`src/design/delay_irq_cfg.svh`:
```
// constants for the delay interrupt and defer unit
// assumes a 20 MHz clock and a 1 ms time base derived from it
`ifndef DELAY_IRQ_CFG_SVH
`define DELAY_IRQ_CFG_SVH

`define CLK_PERIOD_NS       50
`define TICK_PERIOD_NS      1000000
`define TICK_CYCLES         (`TICK_PERIOD_NS / `CLK_PERIOD_NS)
`define DELAY_MIN_MS        16'h0001
`define DELAY_MAX_MS        16'hEA60
`define RC_OK               16'h0000
`define RC_BAD_HANDLER      16'h8090
`define RC_BAD_DELAY        16'h8091
`define RC_NOT_STARTED      16'h80A0
`define TIMER_COUNT         4
`define HANDLER_BASE        8'h14
`define NEST_MAX            8'hFF

`endif

```
`src/design/delay_irq_pkg.sv`:
```
// types for the delay interrupt and defer unit
// used only through scoped names
`default_nettype none
package delay_irq_pkg;

    typedef struct packed {
        logic        start;          // start a delay
        logic        cancel;         // cancel a delay
        logic        defer;          // defer servicing
        logic        resume;         // resume servicing
        logic [7:0]  handler_number; // handler id
        logic [15:0] delay_value;    // delay in ms
        logic [15:0] spare_tag;      // accepted, ignored
    } request_type;

    typedef struct packed {
        logic        done;           // answer strobe
        logic [15:0] return_code;    // code or nest count
    } answer_type;

    typedef enum logic [2:0] {
        st_idle    = 3'b001,
        st_service = 3'b010,
        st_handler = 3'b100
    } svc_state_type;

endpackage : delay_irq_pkg
`default_nettype wire

```
`src/design/delay_interrupt_and_defer_unit.sv`:
```
// delayed one-shot interrupts with nested deferral of servicing
// assumes requests are single-cycle pulses, one per cycle at most
//
// Overview of operation
// - each started delay fires once, then goes inactive without rearming
// - cancel before expiry stops the timer; its handler never fires
// - spare tag on start is accepted and has no effect
// - start loads delay, runs a countdown, binds the handler number
// - expiry raises an interrupt running the bound handler
// - only delayed-interrupt handler numbers accepted; others rejected
// - codes 0000 ok, 8090 bad handler, 8091 bad delay, 80A0 not started
// - each defer postpones new events and increments the nest count, saturating at FF
// - deferral lasts until resumed or the current handler finishes
// - events during deferral are held pending and serviced later
// - each resume decrements the nest count by one, stopping at zero
// - defer and resume both return the current nest count
// - servicing resumes only when the nest count is zero
`timescale 1ns/1ps
`default_nettype none
`include "delay_irq_cfg.svh"

module delay_interrupt_and_defer_unit #(
    parameter int          TICK_CYCLES  = `TICK_CYCLES,
    parameter int          TIMERS       = `TIMER_COUNT,
    parameter logic [7:0]  HANDLER_BASE = `HANDLER_BASE
) (
    input  wire logic                       clk,           // 20 MHz clock
    input  wire logic                       reset_n,       // sync reset
    input  wire logic                       clk_en,        // freezes state
    input  wire delay_irq_pkg::request_type req,           // request group
    output var  delay_irq_pkg::answer_type  ans,           // answer group
    output logic                            irq_valid,     // handler launch
    output logic [7:0]                      irq_handler,   // handler to run
    input  wire logic                       irq_ack,       // launch taken
    input  wire logic                       handler_done,  // handler ended
    output logic                            servicing_on   // not deferred
);

    localparam int TW = $clog2(TICK_CYCLES);
    localparam int SW = $clog2(TIMERS);

    // requests after priority: start, cancel, defer, resume
    logic                         take_start;
    logic                         take_cancel;
    logic                         take_defer;
    logic                         take_resume;
    logic                         hnd_valid;
    logic [SW-1:0]                hnd_slot;
    // time base
    logic [TW-1:0]                tick_ff, nxt_tick;
    logic                         tick;
    // timer bank, one slot per handler
    logic [TIMERS-1:0]            act_ff,  nxt_act;
    logic [TIMERS-1:0]            pend_ff, nxt_pend;
    logic [15:0]                  cnt_ff   [TIMERS];
    logic [15:0]                  nxt_cnt  [TIMERS];
    // deferral
    logic [7:0]                   nest_ff, nxt_nest;
    // service sequencer
    delay_irq_pkg::svc_state_type st_ff, nxt_st;
    logic [SW-1:0]                sel_ff, nxt_sel;
    logic                         irq_v_ff, nxt_irq_v;
    logic [7:0]                   irq_h_ff, nxt_irq_h;
    logic                         launch;
    logic [SW-1:0]                launch_slot;
    // answer
    delay_irq_pkg::answer_type    nxt_ans;

    function automatic logic handler_ok(input logic [7:0] h);
        handler_ok = (h >= HANDLER_BASE) &&
                     ({1'b0, h} < ({1'b0, HANDLER_BASE} + 9'(TIMERS)));
    endfunction : handler_ok

    function automatic logic [SW-1:0] slot_of(input logic [7:0] h);
        logic [7:0] diff;
        diff    = h - HANDLER_BASE;
        slot_of = diff[SW-1:0];
    endfunction : slot_of

    function automatic logic delay_ok(input logic [15:0] d);
        delay_ok = (d >= `DELAY_MIN_MS) && (d <= `DELAY_MAX_MS);
    endfunction : delay_ok

    // lowest set slot wins
    function automatic logic [SW-1:0] first_set(input logic [TIMERS-1:0] v);
        first_set = '0;
        for (int i = TIMERS - 1; i >= 0; i--)
        begin
            if (v[i])
                first_set = SW'(i);
        end
    endfunction : first_set

    // spare_tag is never read
    assign take_start  = req.start;
    assign take_cancel = !req.start && req.cancel;
    assign take_defer  = !req.start && !req.cancel && req.defer;
    assign take_resume = !req.start && !req.cancel && !req.defer &&
                         req.resume;
    assign hnd_valid   = handler_ok(req.handler_number);
    assign hnd_slot    = slot_of(req.handler_number);
    assign tick        = (tick_ff == TW'(TICK_CYCLES - 1));

    // free-running time base, first tick may be partial
    always_comb
    begin
        nxt_tick = tick ? '0 : tick_ff + 1'b1;
    end

    always_ff @(posedge clk)
    begin
        if (!reset_n)
            tick_ff <= '0;
        else if (clk_en)
            tick_ff <= nxt_tick;
    end

    // timer bank; cancel after expiry still clears pending
    always_comb
    begin
        nxt_act  = act_ff;
        nxt_pend = pend_ff;
        for (int i = 0; i < TIMERS; i++)
        begin
            nxt_cnt[i] = cnt_ff[i];
            if (act_ff[i] && tick)
            begin
                if (cnt_ff[i] == 16'h0001)
                begin
                    nxt_act[i]  = 1'b0;
                    nxt_pend[i] = 1'b1;
                    nxt_cnt[i]  = '0;
                end
                else
                begin
                    nxt_cnt[i] = cnt_ff[i] - 16'h0001;
                end
            end
        end
        // launch taken: the event is consumed, no rearm
        if (st_ff == delay_irq_pkg::st_service && irq_ack)
            nxt_pend[sel_ff] = 1'b0;
        // restart of a running slot reloads it
        if (take_start && hnd_valid && delay_ok(req.delay_value))
        begin
            nxt_act[hnd_slot]  = 1'b1;
            nxt_cnt[hnd_slot]  = req.delay_value;
            nxt_pend[hnd_slot] = 1'b0;
        end
        else if (take_cancel && hnd_valid)
        begin
            nxt_act[hnd_slot]  = 1'b0;
            nxt_pend[hnd_slot] = 1'b0;
            nxt_cnt[hnd_slot]  = '0;
        end
    end

    always_ff @(posedge clk)
    begin
        if (!reset_n)
        begin
            act_ff  <= '0;
            pend_ff <= '0;
            for (int i = 0; i < TIMERS; i++)
                cnt_ff[i] <= '0;
        end
        else if (clk_en)
        begin
            act_ff  <= nxt_act;
            pend_ff <= nxt_pend;
            for (int i = 0; i < TIMERS; i++)
                cnt_ff[i] <= nxt_cnt[i];
        end
    end

    // nest counter, saturating at both ends
    always_comb
    begin
        // a finished handler drops every defer left behind
        nxt_nest = handler_done ? 8'h00 : nest_ff;
        if (take_defer && nxt_nest != `NEST_MAX)
            nxt_nest = nxt_nest + 8'h01;
        else if (take_resume && nxt_nest != 8'h00)
            nxt_nest = nxt_nest - 8'h01;
    end

    always_ff @(posedge clk)
    begin
        if (!reset_n)
            nest_ff <= '0;
        else if (clk_en)
            nest_ff <= nxt_nest;
    end

    // service sequencer; pending events wait while deferred
    assign launch      = (nest_ff == 8'h00) && (pend_ff != '0);
    assign launch_slot = first_set(pend_ff);

    always_comb
    begin
        nxt_st    = st_ff;
        nxt_sel   = sel_ff;
        nxt_irq_v = irq_v_ff;
        nxt_irq_h = irq_h_ff;
        case (st_ff)
            delay_irq_pkg::st_idle:
            begin
                if (launch)
                begin
                    nxt_sel   = launch_slot;
                    nxt_irq_v = 1'b1;
                    nxt_irq_h = HANDLER_BASE + 8'(launch_slot);
                    nxt_st    = delay_irq_pkg::st_service;
                end
            end
            delay_irq_pkg::st_service:
            begin
                if (irq_ack)
                begin
                    nxt_irq_v = 1'b0;
                    nxt_st    = delay_irq_pkg::st_handler;
                end
            end
            delay_irq_pkg::st_handler:
            begin
                if (handler_done)
                    nxt_st = delay_irq_pkg::st_idle;
            end
            default:
            begin
                nxt_st    = delay_irq_pkg::st_idle;
                nxt_irq_v = 1'b0;
            end
        endcase
    end

    always_ff @(posedge clk)
    begin
        if (!reset_n)
        begin
            st_ff    <= delay_irq_pkg::st_idle;
            sel_ff   <= '0;
            irq_v_ff <= 1'b0;
            irq_h_ff <= '0;
        end
        else if (clk_en)
        begin
            st_ff    <= nxt_st;
            sel_ff   <= nxt_sel;
            irq_v_ff <= nxt_irq_v;
            irq_h_ff <= nxt_irq_h;
        end
    end

    // one-cycle answer to every taken request
    always_comb
    begin
        nxt_ans = '0;
        if (take_start)
        begin
            nxt_ans.done = 1'b1;
            if (!hnd_valid)
                nxt_ans.return_code = `RC_BAD_HANDLER;
            else if (!delay_ok(req.delay_value))
                nxt_ans.return_code = `RC_BAD_DELAY;
            else
                nxt_ans.return_code = `RC_OK;
        end
        else if (take_cancel)
        begin
            nxt_ans.done = 1'b1;
            if (!hnd_valid)
                nxt_ans.return_code = `RC_BAD_HANDLER;
            else if (!act_ff[hnd_slot] && !pend_ff[hnd_slot])
                nxt_ans.return_code = `RC_NOT_STARTED;
            else
                nxt_ans.return_code = `RC_OK;
        end
        else if (take_defer || take_resume)
        begin
            nxt_ans.done        = 1'b1;
            nxt_ans.return_code = {8'h00, nxt_nest};
        end
    end

    always_ff @(posedge clk)
    begin
        if (!reset_n)
            ans <= '0;
        else if (clk_en)
            ans <= nxt_ans;
    end

    // launch outputs straight from flip-flops
    assign irq_valid    = irq_v_ff;
    assign irq_handler  = irq_h_ff;
    assign servicing_on = (nest_ff == 8'h00);

endmodule : delay_interrupt_and_defer_unit

`default_nettype wire

```
`config.mk`:
```
export PLATFORM = sky130hd
export DESIGN_NAME = delay_interrupt_and_defer_unit
export DESIGN_NICKNAME = d
export VERILOG_FILES = /design/src/design/delay_irq_pkg.sv /design/src/design/delay_interrupt_and_defer_unit.sv
export VERILOG_INCLUDE_DIRS = /design/src /design/src/design
export SDC_FILE = /design/constraint.sdc
export NUM_CORES = 1
export LEC_CHECK = 0
export BUFFER_PORTS_ARGS = -buffer_cell sky130_fd_sc_hd__buf_2
export CAP_MARGIN = 20
export CORE_MARGIN = 10
export CORE_UTILIZATION = 60
export CTS_CLUSTER_DIAMETER = 120
export CTS_CLUSTER_SIZE = 28
export DETAILED_ROUTE_END_ITERATION = 16
export PLACE_DENSITY = 0.89
export REMOVE_ABC_BUFFERS = 1
export SLEW_MARGIN = 10
export SYNTH_ARGS = -nofsm -noshare
export SYNTH_HDL_FRONTEND = slang
export SYNTH_SLANG_ARGS = --single-unit
```
`constraint.sdc`:
```
create_clock -name clk -period 3.5 [get_ports clk]
set_input_delay 0.35 -clock clk [delete_from_list [all_inputs] [get_ports clk]]
set_output_delay 0.35 -clock clk [all_outputs]
set_load 0.005 [all_outputs]
```
* Yosys cells after proc, flatten, opt, wreduce, memory -nomap -nowiden
Memory sizes are Yosys's and may differ from the RTL's.
Cells that the tools add are included.
** Word-level totals
- Register bits after elaboration :: 62
- RAM bits :: 64
- Input port bits :: 49
- Logic and storage cells :: 162
- Memories kept :: 1
** Operators by class
- $add $sub $neg :: 9
- Order comparisons :: 10
- Equality and inequality tests :: 12
- Multiplexer cells :: 72
- Bitwise gates (word level) :: 14
- Reductions and logical operators :: 34
** Memory list
- cnt_ff :: depth 4, width 16, read ports 4, clocked after memory_dff 0, write ports 4, RTL line delay_interrupt_and_defer_unit.sv:55 : logic [15:0] cnt_ff [TIMERS];
** Operators with widths (count)
- $mux W16 :: 17
- $mux W64 :: 2
- $and A64 B64 Y64 :: 1
- $bwmux W64 :: 1
- $eq A16 B1 Y1 const B :: 4
- $not A64 Y64 :: 1
- $sub A16 B1 Y16 const B :: 4
- $mux W17 :: 3
- $demux W16 S2 :: 1
- $mux W1 :: 26
- $mux W8 :: 3
- $logic_and A1 B1 Y1 :: 22
- $mux W4 :: 5
- $ge A16 B1 Y1 const B :: 1
- $le A16 B16 Y1 const B :: 1
- $add A15 B1 Y15 const B :: 1
- $eq A15 B15 Y1 const B :: 1
- $mux W15 :: 1
- $and A4 B4 Y4 :: 3
- $mux W3 :: 3
- $pmux W3 S3 :: 1
- $add A8 B1 Y8 const B :: 1
- $ge A8 B5 Y1 const B :: 1
- $logic_not A8 Y1 :: 1
- other kinds (28) :: 46

* Logic depth before layout (Yosys ltp)
- Depth in word-level cells :: 11
- Depth in mapped cells :: 11

* Least setup slack after synthesis
No wires, ideal clock.
- Path kind :: register to register
- Start :: register tick_ff[0]
- End :: memory cnt_ff[3][12], data pin
- Setup time :: 264 ps
- Arrival :: 2711 ps
- Path slack :: 525 ps
- Cell stages (with the launch flop) :: 10
- Path buffers :: 2
- Path through :: dfxtp_1 -> ha_1 -> or4bb_1 -> or4_4 -> buf_6 -> or3_1 -> buf_2 -> or4_1 -> a21oi_1 -> a22oi_1
** RTL lines
- start, declared :: RTL line delay_interrupt_and_defer_unit.sv:50 : logic [TW-1:0] tick_ff, nxt_tick;
- start signal, assigned :: RTL line delay_interrupt_and_defer_unit.sv:115 : tick_ff <= nxt_tick;
- end, declared :: RTL line delay_interrupt_and_defer_unit.sv:55

==> summary.md <==
| Metric | Value |
|---|---|
| Die X | 132 um |
| Metal2 WL | 10,100 um |
| Max-cap violations | 0 |
| # resized after CTS | 0 |
| Worst slew pin tran | 0.845 ns |
| DR WL/cell | 19.7 um |
| Grt ovf | 0 |
| Post-Route Skew | 0.00896 ns |
| Number of global-route vias before repair | 6,874 |
| Area of the multi-input gates | 4330 um2 |
| Register area share after synthesis | 38.3% |
| H-Tree Depth | 3 |
| Crit path buffers/inverters | 1 |
| Min-Delay Path Class | in -> reg |
| Critical path depth in cells | 8 |
| Max-slew violations | 0 |
| Pin count of the biggest net entering global routing | 34 |
| Main area contributors after synthesis | edfxtp_1 26%, dfxtp_1 13%, nand2_1 5.1% |
| GPL Wtd Cong | 0.950 |
| Most frequent CP cell | or3_1 |
| Initial DRT Pass Iterations | 6 |
| Inst Count DP | 1,096 |
| Final ANT Viol Nets | 0 |
| DP HPWL | 15,300 um |
| Final Non-Filler Cells | 1,112 |
| Synth cell count leaders | 102 x nand2_1, 90 x nor2_1, 70 x o21ai_0 |
| Final #Nets | 1,000 |
| Hold Startpoint | req[40] |
| Top-count cell post-synth | nand2_1 |
| Power Total | 2.98 mW |
| Total Routing Usage GR | 24.2% |
| CTS Hold Bufs | 0 |
| Worst VDD drop | 0.260 mV |
| Ant. Diodes | 0 |
| Core area | 12,200 um2 |
| CP Class | reg -> reg |
| Ratio of cells with drive above 1 in the final layout | 12.1% |
| Met3 wire length | 2620 um |
| Crit Path Max Fanout | 13 |
| Crit end category | flop |
| Period utilisation layout | 90.9% |
| Vert. Die Dim | 132 um |
| Starting DRT DRC Count | 879 |
| Post-CTS setup buffers | 0 |
| Prevailing post-synth register cell | edfxtp_1 |
| Met1 Wirelength | 8570 um |
| Syn Inst Count | 903 |
| Mapped Area | 7530 um2 |
| # DRC | 0 |
| Reg2reg end | cnt_ff[2][7] |
| Worst Setup EP | cnt_ff[2][7] |
| CP Data Required Time | 3.74 ns |
| Delay-heaviest family, CP | simple AND/OR/NAND/NOR gates |
| Worst setup path start | tick_ff[0] |
| Avg Vias per Cell | 6.72 |
| Worst setup SP type | flop |
| PD cells | 360 nW/um2 |
| Final setup viols | 0 |
| Final hold viol count | 0 |
| Cell depth of the worst hold path | 3 |
| Maximum root-to-sink buffer count | 2 |
| First-pass GRT wire length | 35,200 um |
| Via count | 7,471 |
| Reg area | 2880 um2 |
| Cell Chain, Critical Path | ha_1 > or4bb_1 > or4_4 > buf_4 > or3_1 > or3_1 > a21oi_1 > a31o_2 |
| Die area | 17,400 um2 |
| Starting density of the core | 61.9% |
| Slew HR | 43.3% |
| Top cell type's share of synthesized area | 25.5% |
| Clock Pin Slew Worst Setup and Hold Paths | 0.08 ns |
| Placement Setup Slack | 0.358 ns |
| FF+latch count, synth | 112 |
| Leakage | 2.85 nW |
| Number of synthesized flops with an enable pin | 64 |
| Area leader, netlist | edfxtp_1 |
| Yosys cell types | 73 |
| Arrival @ worst endpoint | 3.42 ns |
| Status | complete, no violations |
| Cell Rows | 40 |
| Synthesis Warnings | 0 |
| Top sig layer | met4 |
| CTS tree | built |
| Root buffer selected by CTS | clkbuf_16 |
| Mean post-synth cell area | 8.34 um2 |
| Port Buf Inserts | 48 |
| Clk sink count | 112 |
| Register-to-Register Setup Slack | 0.32 ns |
| Shortest period the worst path allows | 3.18 ns |
| Fmax achieved | 0.314 GHz |
| Reg-to-reg startpoint | tick_ff[0] |
| CP max stage cell | or4_4 |
| WL final | 21,900 um |
| Slowest Stage Delay on Critical Path | 0.67 ns |
| Final worst slack | 0.318 ns |
| WHS | 0.334 ns |
| Area Growth Syn to Fin | 9.75% |
| Initial antenna violation count | 0 |
| RSZ-0062 raised after global routing | false |
| Worst Reg-to-Reg Cells | 8 |
| I/O Pins | 76 |
| Clk Latency, worst-skew pair | 0.37 ns |
| Clock buffer count from CTS | 9 |
| Ys async rst share | 0% |
| Fillcell total | 986 |
cells in the final DEF (no fill, tap or decap), drive strengths merged, types with 7 or more instances in the layout:
cell	count
or4	16
ha	12
xnor2	21
dfxtp	48
nand2b	8
nand2	102
buf	72
clkbuf	14
nor4	25
nor2	90
or3	22
a22oi	11
o31ai	9
xor2	14
o22ai	10
and2	9
a21oi	57
nor4b	7
o2bb2ai	8
nand3	32
conb	11
and3	11
o21ai	71
nor3	33
mux2i	8
nand4b	7
inv	25
a31oi	7
mux2	7
nand4	13
edfxtp	64
state kept, by name (all words and copies together), names as in the netlist:
register     cells
sel_ff           1
cnt_ff          64
irq_valid        1
ans             10
act_ff           4
pend_ff          4
nest_ff          8
tick_ff         15
st_ff            3
irq_handler      2
how the worst min path moves through the flow:
| stage | end | slack, ns |
|---|---|---|
| detailed placement | ans[1] | 0.44 |
| finish | ans[16] | 0.33 |
| CTS | ans[16] | 0.32 |
| floorplan | st_ff[0] | 0.44 |
| global placement | ans[2] | 0.43 |
| global route | st_ff[0] | 0.36 |
cell families after synthesis:
kind of cell | count (synthesis) | share of synthesized area [%]
buffers and inverters | 81 | 4.77
adder cells (fa/ha/maj) | 12 | 1.99
flip-flops | 112 | 38.3
AND/OR/NAND/NOR | 409 | 28.2
other | 1 | 0.0498
multiplexers | 16 | 2.41
XOR/XNOR | 35 | 4.07
AO/OA/AOI/OAI | 237 | 20.3
layout make-up:
cell class | count | share of cell area (%)
clock inverter | 2 | 0.151
clock buffer | 14 | 3.83
timing repair buffer | 72 | 5.09
sequential | 112 | 34.9
tap | 168 | 2.54
multi-input combinational | 720 | 52.4
inverter | 24 | 1.09
power breakdown:
part / internal, mW / leakage [nW] / switching, mW
Clock: 0.630 / 0.166 / 0.495
Sequential: 1.45 / 1.10 / 0.0565
Combinational: 0.124 / 1.58 / 0.223
through the flow:
stage          TNS [ns]  utilization [%]  area [um2]
2_1_floorplan    -12.56                -        7300
4_1_cts               0             68.0        8260
5_1_grt               0             68.0        8260
3_3_place_gp          0             65.2        7940
3_5_place_dp          0             65.2        7940
6_report              0             68.0        8260
worst reg2reg max path: cells and delay by family (launching register included):
family,cells,cell delay (ns)
AO/OA/AOI/OAI,2,0.27
adder cells (fa/ha/maj),1,0.20
buffers and inverters,1,0.22
flip-flops,1,0.38
AND/OR/NAND/NOR,4,1.99
routing by layer:
| layer | GRT usage (%) | vias to the layer above |
|---|---|---|
| met5 | 0 | - |
| met4 | 9.02 | 0 |
| met3 | 6.67 | 77 |
| met2 | 38.0 | 485 |
| met1 | 31.1 | 3452 |
| li1 | - | 3457 |
No activity file was read; power rests on OpenSTA's default activity.
